===== src/hdl/dbg_ack_pkg.sv =====
// constants for the debug serial acknowledge handshake
// assumes a single core clock domain feeding the vco-derived tick
package dbg_ack_pkg;
	localparam int unsigned SERIAL_DIV = 8;
	localparam int unsigned ACK_LOW_TICKS = 16;
	localparam int unsigned ACK_MIN_DELAY_TICKS = 32;
	localparam int unsigned CMD_END_TICK = 16;
	localparam int unsigned SPEEDUP_CYCLES = 1;
	localparam int unsigned CNT_W = 6;
	localparam int unsigned DIV_W = 3;
	typedef enum logic [2:0] {
		ST_IDLE,
		ST_WAIT_END,
		ST_PENDING,
		ST_ACK_LOW,
		ST_SPEEDUP
	} ack_state_t;
endpackage : dbg_ack_pkg


===== src/hdl/serial_debug_ack_handshake.sv =====
// acknowledge pulse generator for the single-wire debug pin
// assumes vco_clk_en marks vco cycles in core_clk; bit decoder and cpu are external
// Function
// - serial clock tick is the vco rate divided by DIV, eight by default
// - acknowledge drives pin low sixteen serial ticks then brief high speedup
// - acknowledge only after the cpu reports the command executed
// - acknowledge starts no sooner than thirty-two serial ticks after command end
// - command end is the sixteenth serial tick of its last bit
// - no upper limit on delay; pending waits for execution indefinitely
// - wait or stop before execution suppresses the acknowledge
// - wait or stop entry before execution discards the pending command for good
`timescale 1ns/1ns
module serial_debug_ack_handshake
	import dbg_ack_pkg::*;
#(
	parameter int unsigned DIV = SERIAL_DIV,
	parameter int unsigned LOW_TICKS = ACK_LOW_TICKS,
	parameter int unsigned MIN_DELAY = ACK_MIN_DELAY_TICKS,
	parameter int unsigned END_TICK = CMD_END_TICK,
	parameter int unsigned SPEEDUP = SPEEDUP_CYCLES
)
(
	input wire logic core_clk,
	input wire logic resetn,
	input wire logic vco_clk_en,
	input wire logic handshake_enable,
	input wire logic last_bit_start,
	input wire logic cmd_executed,
	input wire logic low_power_entry,
	input wire logic debug_serial_pin_i,
	output logic debug_serial_pin_o,
	output logic debug_serial_pin_oe,
	output logic serial_tick,
	output logic cmd_pending,
	output logic ack_busy
);
	ack_state_t state_q, state_d;
	logic [DIV_W-1:0] div_q, div_d;
	logic [CNT_W-1:0] cnt_q, cnt_d;
	logic [CNT_W-1:0] delay_q, delay_d;
	logic executed_q, executed_d;
	logic pin_o_q, pin_o_d;
	logic pin_oe_q, pin_oe_d;
	logic tick;

	// terminal counts, cut to the counter widths on purpose
	localparam logic [DIV_W-1:0] DIV_LAST = DIV_W'(DIV - 1);
	localparam logic [CNT_W-1:0] END_LAST = CNT_W'(END_TICK - 1);
	localparam logic [CNT_W-1:0] DELAY_DONE = CNT_W'(MIN_DELAY);
	localparam logic [CNT_W-1:0] LOW_LAST = CNT_W'(LOW_TICKS - 1);
	localparam logic [CNT_W-1:0] SPD_LAST = CNT_W'(SPEEDUP - 1);

	always_comb begin
		div_d = div_q;
		tick = 1'b0;
		if (vco_clk_en) begin
			if (div_q == DIV_LAST) begin
				div_d = '0;
				tick = 1'b1;
			end else begin
				div_d = div_q + DIV_W'(1);
			end
		end
	end

	always_comb begin
		state_d = state_q;
		cnt_d = cnt_q;
		delay_d = delay_q;
		executed_d = executed_q;
		pin_o_d = 1'b1;
		pin_oe_d = 1'b0;
		case (state_q)
			ST_IDLE: begin
				executed_d = 1'b0;
				if (last_bit_start && handshake_enable) begin
					state_d = ST_WAIT_END;
					cnt_d = '0;
				end
			end
			ST_WAIT_END: begin
				if (cmd_executed) begin
					executed_d = 1'b1;
				end
				if (tick) begin
					cnt_d = cnt_q + CNT_W'(1);
					if (cnt_q == END_LAST) begin
						state_d = ST_PENDING;
						delay_d = '0;
					end
				end
			end
			ST_PENDING: begin
				if (cmd_executed) begin
					executed_d = 1'b1;
				end
				if (tick && delay_q != DELAY_DONE) begin
					delay_d = delay_q + CNT_W'(1);
				end
				if ((executed_q || cmd_executed) && delay_q == DELAY_DONE) begin
					state_d = ST_ACK_LOW;
					cnt_d = '0;
				end
			end
			ST_ACK_LOW: begin
				pin_o_d = 1'b0;
				pin_oe_d = 1'b1;
				// only ticks seen with the pin already low count, so all sixteen fall inside
				if (tick && pin_oe_q) begin
					cnt_d = cnt_q + CNT_W'(1);
					if (cnt_q == LOW_LAST) begin
						state_d = ST_SPEEDUP;
						cnt_d = '0;
						pin_o_d = 1'b1;
					end
				end
			end
			ST_SPEEDUP: begin
				pin_o_d = 1'b1;
				pin_oe_d = 1'b1;
				cnt_d = cnt_q + CNT_W'(1);
				if (cnt_q == SPD_LAST) begin
					state_d = ST_IDLE;
					pin_oe_d = 1'b0;
				end
			end
			default: begin
				state_d = ST_IDLE;
			end
		endcase
		if (low_power_entry && !executed_q && !cmd_executed &&
			(state_q == ST_WAIT_END || state_q == ST_PENDING)) begin
			state_d = ST_IDLE;
			executed_d = 1'b0;
			pin_o_d = 1'b1;
			pin_oe_d = 1'b0;
		end
	end

	// divider group
	always_ff @(posedge core_clk or negedge resetn) begin
		if (!resetn) begin
			div_q <= '0;
		end else begin
			div_q <= div_d;
		end
	end

	// control group
	always_ff @(posedge core_clk or negedge resetn) begin
		if (!resetn) begin
			state_q <= ST_IDLE;
			cnt_q <= '0;
			delay_q <= '0;
			executed_q <= 1'b0;
		end else begin
			state_q <= state_d;
			cnt_q <= cnt_d;
			delay_q <= delay_d;
			executed_q <= executed_d;
		end
	end

	// pin group; reset releases the pin so the host pull-up holds it high
	always_ff @(posedge core_clk or negedge resetn) begin
		if (!resetn) begin
			pin_o_q <= 1'b1;
			pin_oe_q <= 1'b0;
		end else begin
			pin_o_q <= pin_o_d;
			pin_oe_q <= pin_oe_d;
		end
	end

	// pin input unused here; the bit decoder outside samples it
	logic unused_pin;
	assign unused_pin = debug_serial_pin_i;
	assign debug_serial_pin_o = pin_o_q;
	assign debug_serial_pin_oe = pin_oe_q;
	assign serial_tick = tick;
	assign cmd_pending = (state_q == ST_WAIT_END) || (state_q == ST_PENDING);
	assign ack_busy = (state_q == ST_ACK_LOW) || (state_q == ST_SPEEDUP);
endmodule : serial_debug_ack_handshake


===== config.mk =====
export PLATFORM = sky130hd
export DESIGN_NAME = serial_debug_ack_handshake
export DESIGN_NICKNAME = d
export VERILOG_FILES = /design/src/hdl/dbg_ack_pkg.sv /design/src/hdl/serial_debug_ack_handshake.sv
export SDC_FILE = /design/constraint.sdc
export NUM_CORES = 1
export LEC_CHECK = 0
export BUFFER_PORTS_ARGS = -buffer_cell sky130_fd_sc_hd__buf_2
export CORE_ASPECT_RATIO = 1.75
export CORE_MARGIN = 5
export CORE_UTILIZATION = 45
export CTS_CLUSTER_SIZE = 10
export DETAILED_ROUTE_END_ITERATION = 16
export GPL_TIMING_DRIVEN = 1
export PLACE_DENSITY = 0.78
export SYNTH_ARGS = -nofsm -noshare
export SYNTH_HDL_FRONTEND = slang
export SYNTH_SLANG_ARGS = --single-unit

===== constraint.sdc =====
create_clock -name core_clk -period 1.85 [get_ports core_clk]
set_input_delay 0.2775 -clock core_clk [delete_from_list [all_inputs] [get_ports core_clk]]
set_output_delay 0.2775 -clock core_clk [all_outputs]
set_load 0.01 [all_outputs]

==> metrics.txt <==
result of the run=finished with violations; failing checks=setup timing; commonest cells in the netlist=dfrtp_1 (20), nand2_1 (15), nor2_1 (15), inv_1 (7); total number of H-tree levels=1; Syn Nets=approximately 150; routed wl met3=110 µm; Final ANT Viol Nets=0; all-layer global routing usage=15.38%; largest voltage drop on the vdd net=around 950 µV; Final Wtd Congestion=slightly above 0.8; start-to-end type of the worst setup path=reg -> reg; count of port buffers added during placement=11; worst-case hold path end point=div_q[1]$_DFFE_PN0P_; beginning of the worst register-to-register path=delay_q[1]$_DFFE_PN0P_; number of DRC violations after detailed routing=0; post-synthesis average cell area=around 9.5 µm²; start point of the worst hold path=vco_clk_en; starting density of the core=between 40% and 50%; post-synthesis sequential area ratio=between 40% and 50%; total of endpoints with negative setup slack in the final report=7; I/O pin total=13; number of antenna violations at the first check in global routing=0; flop-to-flop setup slack=-0.06 ns; LEAKAGE=0.7916 nW; number of standard cells after synthesis=133; vias per inst=around 5.7; adder-cell share of the synthesized area=5.923%; Worst Clk Skew=~0.0050 ns; antenna diode count=0; finished layout cell area=approximately 1700 µm²; setup total negative slack=-0.1925 ns; DR pass1 iterations=4; Max clock buf depth=2; final hold violation count=0; Total Routed Length=a little under 3000 µm; max-slew violations=0; worst flop-to-flop path endpoint=cnt_q[2]$_DFFE_PN0P_; maximum fanout encountered on the critical timing path=6; Die Span X=approximately 50 µm; final routed wire length divided by cell count=around 15 µm; unrepaired setup endpoints after global routing=yes; critical path required time=a little over 2 ns; worst hold path cell count=2; Crit. Startpoint=delay_q[1]$_DFFE_PN0P_; share of async-settable or async-resettable flops after synthesis=between 90% and 100%; area of the die=roughly 4000 µm²; insertion delay of the later-clocked pin in the worst-skew pair=0.27 ns; ratio of final minimum period to clock period=103.0%; via count=about 1,100; largest net degree at the start of global routing=22; post-placement cell area=between 1000 and 1500 µm²; Layout Area Growth over Synthesis=32.58%; via count of the first global-routing pass=~1,100; fraction of synthesized cell area taken by the top area cell type=about two fifths; most repeated cell in the gate-level netlist after synthesis=dfrtp_1; main combinational cell family by area after synthesis=simple AND/OR/NAND/NOR gates; met1 wire length=about 1100 µm; share of synthesized area spent on multiplexers=4.245%; floorplan die height=80.21 µm; minimum clock period after layout=approximately 1.9 ns; ys flop type=dfrtp_1; flops & latches, synth=21; top cells by area, synth=dfrtp_1 (39%), ha_1 (5.9%), nand2_1 (4.4%); global-route wire length before repair=just under 5000 µm; cell type with the largest total area after synthesis=dfrtp_1; P per Cell Area=~1500 nW/µm²; sink count of the clock tree=21; count of flip-flops with a built-in enable after synthesis=0; xor/xnor share of the synthesized area=roughly 2.8%; area inside the core boundary=about 2700 µm²; pre-CTS setup slack=-0.1897 ns; number of clock buffers inserted by TritonCTS=3; highest routing layer actually used=met4; PnR worst setup slack=-0.05582 ns; met2 routed wirelength=about 1700 µm; Slew headroom=a little under 70%; sort of element at the end of the critical path=flip-flop; First DRT Iteration DRCs=40; fraction of the mapped netlist area in compound gates=18.56%; fraction of final layout cells sized beyond drive strength 1=approximately 41%; Synth cell types=43; Worst Path Arrival=between 2 and 2.5 ns; number of placement rows=25; share of synthesized cell area in and, or, nand and nor gates=a little under a quarter; Synth warnings=0; Layout Nets=187; Max Cap Violations=0; clock tree from TritonCTS=done; clock root buffer=clkbuf_8; number of cells on the worst reg-to-reg path=8; maximum frequency from static timing analysis=~520 MHz; type of origin of the critical path=flip-flop; overall overflow remaining after global route=0; post-synth design cell area=1267 µm²; clock slew at the register clock pins of the worst setup and hold paths=approximately 0.080 ns; worst hold path class=in -> reg; transition at the pin with the smallest max-transition slack=0.4881 ns; Final HPWL DP=around 2200 µm
## state kept, by name, summed over array words and instances (netlist names)
signal,count
state_q,3
div_q,3
debug_serial_pin_o,1
delay_q,6
cnt_q,6
debug_serial_pin_oe,1
executed_q,1
## layout by cell type, fill, tap and decap left out, types with 2 or more instances in the layout
cell type and n:
a211oi_1 2, a21oi_1 5, a22o_1 2, buf_2 11, buf_4 26, buf_6 2
clkbuf_8 3, dfrtp_1 20, ha_1 3, ha_4 2, inv_1 5, inv_2 2
mux2_2 3, mux2i_1 2, nand2_1 14, nand2b_1 5, nor2_1 15, nor3b_1 2
o21ai_0 2, o21ai_1 3, o21ai_2 3, o22ai_1 2, o31ai_1 2, xor2_1 3
## logic make-up after synthesis
kind of cell,Yosys count
DFF,21
and+or+nand+nor,53
AOI/OAI and AO/OA,32
buffers and inverters,12
xor gates and xnor gates,4
muxes,5
adders and majority gates,6
## how the worst max path moves through the flow
stage,end,slack [ns]
2_1_floorplan,cnt_q[2]$_DFFE_PN0P_,0.009
4_1_cts,cnt_q[2]$_DFFE_PN0P_,-0.06
5_1_grt,cnt_q[2]$_DFFE_PN0P_,-0.18
3_3_place_gp,cnt_q[2]$_DFFE_PN0P_,-0.11
6_report,cnt_q[2]$_DFFE_PN0P_,-0.06
3_5_place_dp,cnt_q[3]$_DFFE_PN0P_,-0.19
## cell type report
type	instances	area (µm²)
flip-flops and latches	21	526.8
clock buffers	3	41.29
well taps	27	33.78
repair buffers	40	282.8
multi-input cells	100	764.5
inverters	7	26.28
clock inverters	1	5.005
fillers	218	1041
## power breakdown
part           switching, mW  leakage [nW]  internal (mW)
combinational          0.681         0.494          0.754
clock                  0.159        0.0255          0.150
sequential             0.122         0.272          0.591
total                  0.962         0.792           1.50
## critical path, stage by stage, from the launching register on
cell and delay, ns:
dfrtp_1 0.40, inv_2 0.08, ha_4 0.12, or3b_4 0.39, o31ai_4 0.22, nand3_2 0.16, buf_6 0.17, mux2i_1 0.11
nor3_1 0.17
## per-layer routing
metal  track usage, %  vias to the layer above
li1                 -                      546
met1            16.98                      540
met2            27.58                       33
met3            2.226                        7
met4            7.612                        0
met5                0                        -
## stage by stage
| step | total power, mW | hold WS (ns) | cells | util, % |
|---|---|---|---|---|
| after floorplan | 1.429 | -0.01809 | 133 | - |
| final | 2.458 | 0.3455 | 199 | 61.75 |
| after global placement | 1.795 | 0.2569 | 186 | 54.34 |
| after CTS | 2.341 | 0.3408 | 196 | 59.13 |
| after detailed placement | 1.862 | 0.2648 | 186 | 54.34 |
| after global routing | 2.650 | 0.3593 | 199 | 61.75 |
## timing repair
action | CTS | global route
cloned | 0 | 0
hold buffers | 1 | 0
resized for setup | 16 | 10
pin swaps | 5 | 7
hold endpoints to repair | 20 | 0
setup endpoints to repair | 9 | 10
setup buffers | 5 | 5
(Power assumes the default switching activity.)
